[src/pkg/evrt_pkg.sv]
package evrt_pkg;

  localparam int EVRT_NUM_SRC = 26;
  localparam int EVRT_NUM_DST = 10;
  localparam int EVRT_CODE_W  = 4;
  localparam int EVRT_ADDR_W  = 22;

  typedef logic [EVRT_CODE_W-1:0] evrt_code_t;

  // Destination codes held in the low nibble of each select register
  localparam evrt_code_t EVRT_CODE_OFF  = 4'h0;
  localparam evrt_code_t EVRT_CODE_ADC  = 4'h1;
  localparam evrt_code_t EVRT_CODE_CH0  = 4'h2;
  localparam evrt_code_t EVRT_CODE_CH1  = 4'h3;
  localparam evrt_code_t EVRT_CODE_CNT  = 4'h4;
  localparam evrt_code_t EVRT_CODE_CAP0 = 4'h5;
  localparam evrt_code_t EVRT_CODE_CAP1 = 4'h6;
  localparam evrt_code_t EVRT_CODE_DAC  = 4'h7;
  localparam evrt_code_t EVRT_CODE_CH2  = 4'h8;
  localparam evrt_code_t EVRT_CODE_CH3  = 4'h9;
  localparam evrt_code_t EVRT_CODE_PWM  = 4'hA;

  // Bit position of each destination in the hit vector: code minus one
  localparam int EVRT_DST_ADC  = 0;
  localparam int EVRT_DST_CH0  = 1;
  localparam int EVRT_DST_CH1  = 2;
  localparam int EVRT_DST_CNT  = 3;
  localparam int EVRT_DST_CAP0 = 4;
  localparam int EVRT_DST_CAP1 = 5;
  localparam int EVRT_DST_DAC  = 6;
  localparam int EVRT_DST_CH2  = 7;
  localparam int EVRT_DST_CH3  = 8;
  localparam int EVRT_DST_PWM  = 9;

  // Register indices; byte address is four times the index
  localparam logic [19:0] EVRT_SEL_IDX_FIRST = 20'hF0780;
  localparam logic [19:0] EVRT_SEL_IDX_LAST  = 20'hF0799;
  localparam logic [19:0] EVRT_STAT_IDX      = 20'hF07A0;

  localparam logic [7:0]              EVRT_SEL_RST  = 8'h00;
  localparam logic [EVRT_NUM_DST-1:0] EVRT_STAT_RST = 10'h000;

  // Worst-case detection latencies allowed per destination, in cycles
  localparam int EVRT_CH_MAX_CYC  = 4;
  localparam int EVRT_CAP_MAX_CYC = 3;
  localparam int EVRT_DAC_MAX_CYC = 2;
  localparam int EVRT_PWM_MAX_CYC = 2;

endpackage

[src/pkg/evrt_route_if.sv]
`timescale 1ns/1ps
interface evrt_route_if;
  import evrt_pkg::*;

  evrt_code_t                sel [EVRT_NUM_SRC];
  logic [EVRT_NUM_SRC-1:0]   src;
  logic [EVRT_NUM_DST-1:0]   hit;

  modport ctrl   (output sel, output src, input  hit);
  modport matrix (input  sel, input  src, output hit);
endinterface

[src/hw/evrt_route_matrix.sv]
`timescale 1ns/1ps
module evrt_route_matrix
  import evrt_pkg::*;
(
  evrt_route_if.matrix rt     // Select codes and source pulses in, hits out
);

  // One OR tree per destination; a source reaches only the code it holds
  genvar d;
  genvar s;
  generate
    for (d = 0; d < EVRT_NUM_DST; d++)
    begin : g_dst
      logic [EVRT_NUM_SRC-1:0] match;
      for (s = 0; s < EVRT_NUM_SRC; s++)
      begin : g_src
        assign match[s] = rt.src[s] && (rt.sel[s] == evrt_code_t'(d + 1));
      end
      assign rt.hit[d] = |match;
    end
  endgenerate

endmodule

[src/hw/evrt_top.sv]
`timescale 1ns/1ps
// Overview of operation
// - Event inputs separate from interrupt path.
// - Forwarding is pure hardware, no CPU.
// - One select register per source, 00-25.
// - Selects at F0780H-F0799H, reset 00H, RW.
// - Fixed source order by index.
// - Code 0000B forwards nothing.
// - Codes 1-7 to ADC..DAC in order.
// - Codes 8-A to ch2, ch3, PWM; others forbidden.
// - ADC start is direct, no delay.
// - Channel events drive timer-array channels 0-3.
// - Channel detection within 4 cycles.
// - Count timer source is direct, no delay.
// - Capture timer 0 capture and cutoff.
// - Capture timer 1 capture and cutoff.
// - Capture timers detect within 3 cycles.
// - DAC detect within 2, update next.
// - PWM detect within 2, cutoff next.
module evrt_top
  import evrt_pkg::*;
(
  input  wire logic                   sys_clk,                   // System clock, 20 MHz
  input  wire logic                   arst_n,                    // Asynchronous reset, active low
  input  wire logic                   psel,                      // APB select
  input  wire logic                   penable,                   // APB access phase
  input  wire logic                   pwrite,                    // APB write
  input  wire logic [EVRT_ADDR_W-1:0] paddr,                     // APB byte address
  input  wire logic [31:0]            pwdata,                    // APB write data
  input  wire logic [3:0]             pstrb,                     // APB byte strobes
  output logic      [31:0]            prdata,                    // APB read data
  output logic                        pready,                    // APB ready
  output logic                        pslverr,                   // APB error on unmapped address
  input  wire logic [5:0]             ext_edge_event,            // External edge detectors 0-5
  input  wire logic                   key_return_event,          // Key return
  input  wire logic                   calendar_event,            // Clock calendar
  input  wire logic                   cap_timer0_event_a,        // Capture timer 0 A
  input  wire logic                   cap_timer0_event_b,        // Capture timer 0 B
  input  wire logic                   cap_timer1_event_a,        // Capture timer 1 A
  input  wire logic                   cap_timer1_event_b,        // Capture timer 1 B
  input  wire logic                   cap_timer1_underflow_event, // Capture timer 1 underflow
  input  wire logic                   count_timer_event,         // Count timer
  input  wire logic [7:0]             unit0_ch_event,            // Timer-array unit0 channels 0-7
  input  wire logic                   comparator_event,          // Comparator
  input  wire logic [2:0]             unit1_ch_event,            // Timer-array unit1 channels 0-2
  input  wire logic                   pwm_cutoff_clear,          // PWM block releases forced cutoff
  output logic                        adc_start_trig,            // ADC conversion start
  output logic [3:0]                  unit0_ch_trig,             // Event input of unit0 channels 0-3
  output logic                        count_timer_src,           // Count timer count source
  output logic                        cap_timer0_chan_d_capture, // Capture timer 0 channel D capture
  output logic                        cap_timer0_cutoff,         // Capture timer 0 output cutoff
  output logic                        cap_timer1_chan_d_capture, // Capture timer 1 channel D capture
  output logic                        cap_timer1_cutoff,         // Capture timer 1 output cutoff
  output logic                        dac_event_detect,          // DAC event detected
  output logic                        dac_update,                // DAC real-time output update
  output logic                        pwm_cutoff_detect,         // PWM cutoff event detected
  output logic                        pwm_output_cutoff          // PWM forced cutoff state
);

  evrt_route_if rt ();

  evrt_code_t              sel_r [EVRT_NUM_SRC];
  logic [EVRT_NUM_DST-1:0] stat_r;
  logic [31:0]             prdata_r;
  logic                    pslverr_r;
  logic [3:0]              ch_trig_r;
  logic                    cap0_r;
  logic                    cap1_r;
  logic                    dac_det_r;
  logic                    dac_upd_r;
  logic                    pwm_det_r;
  logic                    pwm_cut_r;

  logic [19:0]             word_idx;
  logic                    sel_hit;
  logic                    stat_hit;
  logic [4:0]              sel_num;
  logic                    wr_acc;
  logic                    setup;
  logic [19:0]             sel_off;

  // Sources taken from their own event outputs, not the interrupt flags
  assign rt.src = {unit1_ch_event,
                   unit0_ch_event[7:5],
                   comparator_event,
                   unit0_ch_event[4:0],
                   count_timer_event,
                   cap_timer1_underflow_event,
                   cap_timer1_event_b,
                   cap_timer1_event_a,
                   cap_timer0_event_b,
                   cap_timer0_event_a,
                   calendar_event,
                   key_return_event,
                   ext_edge_event};

  genvar g;
  generate
    for (g = 0; g < EVRT_NUM_SRC; g++)
    begin : g_sel_out
      assign rt.sel[g] = sel_r[g];
    end
  endgenerate

  evrt_route_matrix u_matrix (
    .rt (rt.matrix)
  );

  // Address decode
  assign word_idx = paddr[EVRT_ADDR_W-1:2];
  assign sel_hit  = (word_idx >= EVRT_SEL_IDX_FIRST) && (word_idx <= EVRT_SEL_IDX_LAST);
  assign stat_hit = (word_idx == EVRT_STAT_IDX);
  assign sel_off  = word_idx - EVRT_SEL_IDX_FIRST;
  assign sel_num  = sel_off[4:0];
  assign setup    = psel && !penable;
  assign wr_acc   = psel && penable && pwrite;

  // Select registers; upper nibble is not stored
  always_ff @(posedge sys_clk or negedge arst_n)
  begin
    if (!arst_n)
    begin
      for (int i = 0; i < EVRT_NUM_SRC; i++)
      begin
        sel_r[i] <= EVRT_SEL_RST[EVRT_CODE_W-1:0];
      end
    end
    else if (wr_acc && sel_hit && pstrb[0])
    begin
      sel_r[sel_num] <= pwdata[EVRT_CODE_W-1:0];
    end
  end

  // Sticky per-destination activity, write one to clear; a new hit wins
  always_ff @(posedge sys_clk or negedge arst_n)
  begin
    if (!arst_n)
    begin
      stat_r <= EVRT_STAT_RST;
    end
    else
    begin
      for (int i = 0; i < EVRT_NUM_DST; i++)
      begin
        if (rt.hit[i])
        begin
          stat_r[i] <= 1'b1;
        end
        else if (wr_acc && stat_hit && pstrb[i/8] && pwdata[i])
        begin
          stat_r[i] <= 1'b0;
        end
      end
    end
  end

  // Read data and error are prepared in the setup cycle for a zero-wait access
  always_ff @(posedge sys_clk or negedge arst_n)
  begin
    if (!arst_n)
    begin
      prdata_r  <= 32'h0000_0000;
      pslverr_r <= 1'b0;
    end
    else if (setup)
    begin
      pslverr_r <= !(sel_hit || stat_hit);
      if (pwrite)
      begin
        prdata_r <= 32'h0000_0000;
      end
      else if (sel_hit)
      begin
        prdata_r <= {28'h000_0000, sel_r[sel_num]};
      end
      else if (stat_hit)
      begin
        prdata_r <= {22'h00_0000, stat_r};
      end
      else
      begin
        prdata_r <= 32'h0000_0000;
      end
    end
  end

  assign prdata  = prdata_r;
  assign pready  = 1'b1;
  assign pslverr = pslverr_r && psel && penable;

  // Direct destinations: the hit itself is the trigger
  assign adc_start_trig  = rt.hit[EVRT_DST_ADC];
  assign count_timer_src = rt.hit[EVRT_DST_CNT];

  // Timer-array channels see the event one cycle after the source pulse
  always_ff @(posedge sys_clk or negedge arst_n)
  begin
    if (!arst_n)
    begin
      ch_trig_r <= 4'h0;
    end
    else
    begin
      ch_trig_r <= {rt.hit[EVRT_DST_CH3], rt.hit[EVRT_DST_CH2],
                    rt.hit[EVRT_DST_CH1], rt.hit[EVRT_DST_CH0]};
    end
  end

  assign unit0_ch_trig = ch_trig_r;

  // Capture timers share the system clock here; one stage keeps them inside their limit
  always_ff @(posedge sys_clk or negedge arst_n)
  begin
    if (!arst_n)
    begin
      cap0_r <= 1'b0;
      cap1_r <= 1'b0;
    end
    else
    begin
      cap0_r <= rt.hit[EVRT_DST_CAP0];
      cap1_r <= rt.hit[EVRT_DST_CAP1];
    end
  end

  assign cap_timer0_chan_d_capture = cap0_r;
  assign cap_timer0_cutoff         = cap0_r;
  assign cap_timer1_chan_d_capture = cap1_r;
  assign cap_timer1_cutoff         = cap1_r;

  // DAC: detect after one cycle, update pulse the cycle after
  always_ff @(posedge sys_clk or negedge arst_n)
  begin
    if (!arst_n)
    begin
      dac_det_r <= 1'b0;
      dac_upd_r <= 1'b0;
    end
    else
    begin
      dac_det_r <= rt.hit[EVRT_DST_DAC];
      dac_upd_r <= dac_det_r;
    end
  end

  assign dac_event_detect = dac_det_r;
  assign dac_update       = dac_upd_r;

  // PWM: detect after one cycle, cutoff state holds from the next until released
  always_ff @(posedge sys_clk or negedge arst_n)
  begin
    if (!arst_n)
    begin
      pwm_det_r <= 1'b0;
    end
    else
    begin
      pwm_det_r <= rt.hit[EVRT_DST_PWM];
    end
  end

  always_ff @(posedge sys_clk or negedge arst_n)
  begin
    if (!arst_n)
    begin
      pwm_cut_r <= 1'b0;
    end
    else if (pwm_det_r)
    begin
      pwm_cut_r <= 1'b1;
    end
    else if (pwm_cutoff_clear)
    begin
      pwm_cut_r <= 1'b0;
    end
  end

  assign pwm_cutoff_detect = pwm_det_r;
  assign pwm_output_cutoff = pwm_cut_r;

endmodule

[config.mk]
export PLATFORM = sky130hd
export DESIGN_NAME = evrt_top
export DESIGN_NICKNAME = d
export VERILOG_FILES = /design/src/pkg/evrt_pkg.sv /design/src/pkg/evrt_route_if.sv /design/src/hw/evrt_route_matrix.sv /design/src/hw/evrt_top.sv
export SDC_FILE = /design/constraint.sdc
export NUM_CORES = 1
export LEC_CHECK = 0
export BUFFER_PORTS_ARGS = -buffer_cell sky130_fd_sc_hd__buf_2
export CAP_MARGIN = 30
export CORE_MARGIN = 2
export CORE_UTILIZATION = 45
export CTS_CLUSTER_DIAMETER = 120
export CTS_CLUSTER_SIZE = 40
export DETAILED_ROUTE_END_ITERATION = 6
export PLACE_DENSITY = 0.75
export SETUP_SLACK_MARGIN = 0.5
export SKIP_CTS_REPAIR_TIMING = 1
export SLEW_MARGIN = 20
export SYNTH_ARGS = -nofsm -noshare
export SYNTH_HDL_FRONTEND = slang
export SYNTH_HIERARCHICAL = 1
export SYNTH_SLANG_ARGS = --single-unit
[constraint.sdc]
create_clock -name sys_clk -period 6.12 [get_ports sys_clk]
set_clock_uncertainty 0.1 [all_clocks]
set_input_delay 0.612 -clock sys_clk [delete_from_list [all_inputs] [get_ports sys_clk]]
set_output_delay 0.612 -clock sys_clk [all_outputs]
set_load 0.005 [all_outputs]
==> reports/results.tsv, run 1 <==
metric	value	unit
start_kind	flop	
clock_sinks	135	
ir_worst_vdd	0.1667	mV
drc	0	
setup_violations	0	
synthTopCellsByArea	dfrtp_1, mux2_2, nand3b_1	
syn_to_final_growth	13.78	%
worstPathMaxFanout	5	
min_period_over_period	0.5727	
internal-power	1.618	mW
r2r_slack	3530	ps
drtAntennaViolNets	0	
drt_iter0_markers	998	
yosysTopAreaCell	dfrtp_1	
worstSkewPairLatency	430	ps
tightestPinTransition	913.5	ps
grt_pass1_vias	8170	
io_buffers	88	
core_area	19590	µm²
synth-seq-cells	135	
critPathArrivalTime	2790	ps
rsz0062_at_grt	false	
track_usage	0.3860	
path_clk_slew	60	ps
drv_slew	0	
cts-htree-levels	4	
setup_tns	0	ps
r2r-start	rt.sel[103]$_DFFE_PN0P_	
die_area	21220	µm²
syn-instance-count	893	
period_needed	3505	ps
clockPowerShare	0.521	
syn_area	9031	µm²
synthFlopType	dfrtp_1	
cts_buffers	17	
rows	51	
outcome	finished, final reports clean	
place_congestion	1.062	
antenna_found_initial	0	
io_pins	138	
synth.distinct_cells	61	
routed_via_density	6.826	
drt_wl_total	41000	µm
grt_overflow	0	
wl_per_cell	32.82	µm
max_freq	285.3	MHz
cts_tree	yes	
die_x	145.7	µm
grt_first_pass_wirelength	58620	µm
dr_total_vias	8526	
fin_cells	1249	
sw_frac_of_total	0.2501	
die_h	145.7	µm
synthArstFlopShare	1.000	
maxCapViolations	0	
seq_area_frac_synth	0.3741	
hpwl	31140	µm
p_comb_frac	0.065	
critPathKind	reg -> out	
relSlewSlack	0.3833	
antennaDiodeCount	0	
holdWs	42.75	ps
syn_area_per_cell	10.11	µm²
yosysTopAreaCellShare	0.3741	
drive_gt1_frac	0.2754	
p_total	2.158	mW
post_dp_cell_area	9603	µm²
synth_commonest_cells	dfrtp_1, mux2_2, nand3b_1	
switchingPower	539.7	µW
power.density	210.0	nW/µm²
r2r-end	stat_r[3]$_DFFE_PN0P_	
leakage	4.517	nW
fill_cells	1763	
dp_cells	1215	
hp-class	in -> async	
floorplan.initialDensity	0.4610	
finalHoldViolations	0	
crit_path_end_kind	output pin	
rr_worst_depth	6	
synth-edff-count	0	
cp_data_required_time	5410	ps
ys_warn_count	6	
cts-root-buf	clkbuf_16	
p_seq_frac	0.414	
grt_max_degree	78	
first_pass_iters	5	
final_cell_area	10280	µm²
final_net_count	1062	
synth_most_common_cell	dfrtp_1	
clockBufferDepth	2	
state kept, by name, summed over array words and instances, names as in the netlist:
name / flops
rt.sel: 104
prdata: 10
stat_r: 10
unit0_ch_trig: 4
cap_timer0_chan_d_capture: 1
cap_timer1_chan_d_capture: 1
dac_event_detect: 1
dac_update: 1
pslverr_r: 1
pwm_cutoff_detect: 1
pwm_output_cutoff: 1
worst max path at each step:
stage	from	end	depth (start not counted)
5_1_grt	rt.sel[103]$_DFFE_PN0P_	count_timer_src	6
3_5_place_dp	paddr[3]	rt.sel[14]$_DFFE_PN0P_	6
6_report	rt.sel[103]$_DFFE_PN0P_	count_timer_src	6
3_3_place_gp	paddr[3]	rt.sel[51]$_DFFE_PN0P_	6
2_1_floorplan	cap_timer1_underflow_event	count_timer_src	4
4_1_cts	rt.sel[103]$_DFFE_PN0P_	count_timer_src	6
cell families (layout without fill, tap and decap cells):
| logic type | count (synthesis) | in the layout | synth area share |
|---|---|---|---|
| compound gates | 126 | 126 | 0.09781 |
| buf+inv | 66 | 136 | 0.04032 |
| flops | 135 | 135 | 0.3741 |
| mux | 143 | 143 | 0.1978 |
| other cells | 2 | 23 | 0.0008316 |
| simple gates | 421 | 421 | 0.2891 |
power by group through the flow:
stage | clock network (mW) | logic [mW] | registers (mW)
after floorplan | 0 | 0.0686 | 0.910
after detailed placement | 0 | 0.136 | 0.910
after CTS | 1.13 | 0.136 | 0.894
after global placement | 0 | 0.134 | 0.910
after global routing | 1.17 | 0.150 | 0.893
final | 1.12 | 0.141 | 0.894
cell type report:
| class | count | area, µm² | share of cell area |
|---|---|---|---|
| multi-input cells | 713 | 5383 | 0.5238 |
| well taps | 265 | 331.6 | 0.03227 |
| flip-flops and latches | 135 | 3378 | 0.3287 |
| repair buffers | 94 | 519.2 | 0.05053 |
| clock buffers | 17 | 425.4 | 0.04140 |
| clock inverters | 14 | 197.7 | 0.01924 |
| inverters | 11 | 41.29 | 0.004018 |
stage by stage:
step | util | worst slack, ps
2_1_floorplan | - | 3597
3_3_place_gp | 0.4899 | 2326
3_5_place_dp | 0.4902 | 2242
4_1_cts | 0.5220 | 2673
5_1_grt | 0.5246 | 2526
6_report | 0.5246 | 2615
layer usage:
metal | track usage | share of wire | routed length [µm] | up-vias
li1 | - | - | - | 3565
met1 | 0.5159 | 0.41 | 16610 | 4268
met2 | 0.6092 | 0.46 | 18670 | 576
met3 | 0.07712 | 0.087 | 3572 | 117
met4 | 0.1721 | 0.052 | 2144 | 0
met5 | 0 | 0 | 0 | -
worst max-delay path, stage by stage (launching register included):
cell and delay (ps):
dfrtp_1 420, nand3b_1 290, nor3_1 120, nor4_1 360
o311ai_0 380, or4_1 610, buf_2 180
placed cells by master (no fill, tap or decap), drive strengths merged, types with 4 or more instances in the layout:
cell,n
nand3b,68
nor4b,5
nand2,62
a21o,11
and3,5
nor3b,24
nand4,19
nor2b,8
or4,6
a22oi,7
and3b,4
nand3,22
dfrtp,135
o21ai,7
nor4,28
o2111ai,6
clkbuf,17
mux2i,21
buf,94
nand2b,56
or3b,6
nor2,32
conb,23
nor3,62
bufinv,4
a22o,6
mux2,104
o22ai,66
clkinv,4
mux4,18
inv,15
No activity file was read; power rests on OpenSTA's default activity.
==> run 2: changes to the inputs <==
--- a/config.mk
+++ b/config.mk
@@ -5,6 +5,7 @@
 export SDC_FILE = /design/constraint.sdc
 export NUM_CORES = 1
 export LEC_CHECK = 0
+export ABC_AREA = 1
 export BUFFER_PORTS_ARGS = -buffer_cell sky130_fd_sc_hd__buf_2
 export CAP_MARGIN = 30
 export CORE_MARGIN = 2
@@ -12,7 +13,7 @@
 export CTS_CLUSTER_DIAMETER = 120
 export CTS_CLUSTER_SIZE = 40
 export DETAILED_ROUTE_END_ITERATION = 6
-export PLACE_DENSITY = 0.75
+export PLACE_DENSITY = 0.76
 export SETUP_SLACK_MARGIN = 0.5
 export SKIP_CTS_REPAIR_TIMING = 1
 export SLEW_MARGIN = 20
==> constraint.sdc (replaced) <==
create_clock -name sys_clk -period 3.1 [get_ports sys_clk]
set_clock_uncertainty 0.1 [all_clocks]
set_input_delay 0.31 -clock sys_clk [delete_from_list [all_inputs] [get_ports sys_clk]]
set_output_delay 0.31 -clock sys_clk [all_outputs]
set_load 0.005 [all_outputs]
==> reports/results.tsv, run 2 <==
metric	value	unit	change
outcome	finished, final reports clean		
core_area	23260	µm²	+19%
start_kind	flop		
grt_first_pass_wirelength	59200	µm	+1.0%
routed_via_density	5.159		-24%
critPathKind	reg -> out		
cts_buffers	17		unchanged
die_h	157.5	µm	+8.1%
die_x	157.5	µm	+8.1%
final_net_count	1999		+88%
relSlewSlack	0.4627		+0.07938
place_congestion	1.105		+4.0%
syn-instance-count	1824		+100%
drt_wl_total	39380	µm	-3.9%
layout_commonest_cell	nand2_1		
cp_data_required_time	2690	ps	-2720 ps
die_area	24790	µm²	+17%
worstPathMaxFanout	5		unchanged
power.density	357.5	nW/µm²	+70%
syn_area_per_cell	5.810	µm²	-43%
drc	0		unchanged
synthTopCellsByArea	dfrtp_1, nand2_1, nor2_1		
yosysTopAreaCellShare	0.3188		-0.05529
cts_tree	yes		
max_freq	423.2	MHz	
cts-htree-levels	4		unchanged
ys_warn_count	6		unchanged
syn_area	10600	µm²	+17%
yosysTopAreaCell	dfrtp_1		
antenna_found_initial	0		unchanged
setup_violations	0		unchanged
critPathArrivalTime	1950	ps	-840 ps
grt_max_degree	64		-18%
io_buffers	88		unchanged
io_pins	138		unchanged
clockBufferDepth	2		unchanged
drv_slew	0		unchanged
drive_gt1_frac	0.1077		-0.1677
seq_area_frac_synth	0.3188		-0.05529
clock_sinks	135		unchanged
synthArstFlopShare	1.000		unchanged
post-route-util	0.5132		-0.01138
crit_buf_inv	1		unchanged
synth_commonest_cells	nand2_1, nor2_1, inv_1		
antennaDiodeCount	0		unchanged
fill_cells	2455		+39%
floorplan.initialDensity	0.4556		-0.005436
drt_iter0_markers	1092		+9.4%
grt_overflow	0		unchanged
largest_register_ffs	104		unchanged
cpMaxStageDelayCell	dfrtp_1		
cp_top_family	simple AND/OR/NAND/NOR gates		
leakage	7.111	nW	+57%
grt_pass1_vias	10474		+28%
rows	56		+9.8%
finalHoldViolations	0		unchanged
drtAntennaViolNets	0		unchanged
first_pass_iters	6		+1
path_clk_slew	70	ps	about the same
synth-seq-cells	135		unchanged
worstSkewPairLatency	430	ps	about the same
tightestPinTransition	806.0	ps	-107.5 ps
hp-class	in -> reg		
min_period_over_period	0.7622		
maxCapViolations	0		unchanged
setup_tns	0	ps	unchanged
r2r_slack	1310	ps	-2220 ps
synth.distinct_cells	30		-51%
worst_path_largest_cell_delay	460	ps	-150 ps
layout_common_cells	nand2_1, nor2_1, inv_1		
wl_per_cell	17.57	µm	-46%
synthFlopType	dfrtp_1		
rsz0062_at_grt	false		
syn_to_final_growth	12.64	%	
period_needed	2363	ps	
synth-edff-count	0		unchanged
synth_most_common_cell	nand2_1		
hpwl	31050	µm	-0.28%
dr_total_vias	11561		+36%
crit_chain	nor2_1, nand3_1, nand2_1, nor2_1, nand2_1, nor2_1, nand2_1, buf_2		
track_usage	0.3224		-0.06355
crit_path_end_kind	output pin		
ir_worst_vdd	0.2461	mV	+48%
cts-root-buf	clkbuf_16		
==> run 2: kinds of logic after synthesis <==
logic type	count (synthesis)	synth area share
and+or+nand+nor	1227	0.4893
buffers and inverters	333	0.1299
DFF	135	0.3188
AOI/OAI and AO/OA	127	0.06139
other	2	0.0007086
==> run 2: routing by layer <==
metal | GRT usage | vias up | wire length [µm]
met5 | 0 | - | 0
met4 | 0.1385 | 0 | 1551
met3 | 0.04405 | 78 | 2616
met2 | 0.5244 | 448 | 18190
met1 | 0.4294 | 5384 | 17030
li1 | - | 5651 | -
==> run 2: metrics by stage <==
stage	setup WS, ps	area [µm²]	hold slack [ps]	instances	power (mW)
finish	737.2	11940	58.59	2241	4.267
CTS	738.5	11920	-246.7	2239	4.287
global route	578.2	11940	79.02	2241	4.401
detailed placement	541.0	11310	206.1	2207	2.147
floorplan	1276	10680	-85.59	1845	1.976
global placement	617.2	11310	199.8	2207	2.144
==> run 2: layout make-up <==
| cell class | instances | area [µm²] | share of cell area |
|---|---|---|---|
| tap | 319 | 399.1 | 0.03343 |
| clock inverter | 15 | 180.2 | 0.01509 |
| sequential | 135 | 3378 | 0.2830 |
| timing repair buffer | 106 | 611.8 | 0.05125 |
| inverter | 272 | 1021 | 0.08553 |
| clock buffer | 17 | 425.4 | 0.03564 |
| multi-input combinational | 1377 | 5922 | 0.4961 |
==> run 2: path summary, 6_finish.rpt <==
| check | cells after the start | to | startpoint |
|---|---|---|---|
| hold / removal | 4 | stat_r[9]$_DFFE_PN0P_ | pwdata[9] |
| setup reg to reg | 10 | stat_r[6]$_DFFE_PN0P_ | rt.sel[66]$_DFFE_PN0P_ |
| max in group asynchronous | 3 | pslverr_r$_DFFE_PN0P_ | arst_n |
| hold reg to reg | 0 | dac_update$_DFF_PN0_ | dac_event_detect$_DFF_PN0_ |
| setup / recovery | 8 | adc_start_trig | rt.sel[71]$_DFFE_PN0P_ |
| min in group asynchronous | 2 | rt.sel[12]$_DFFE_PN0P_ | arst_n |
==> run 2: report_power, final <==
part	leakage, nW	total, mW	internal (mW)	switching [mW]
Combinational	5.30	0.356	0.0868	0.270
Sequential	1.52	1.76	1.76	0.000782
Clock	0.289	2.15	1.22	0.926
Total	7.11	4.27	3.07	1.20
==> run 2: worst reg2reg max path, stage by stage (launching register included) <==
cell	delay [ps]
dfrtp_1	420
nand2_1	90
nor2_2	50
nand2_1	130
nand2_1	80
nor2_1	210
nand2_1	80
nor2_1	200
nand2_1	160
inv_1	80
nand2_1	50
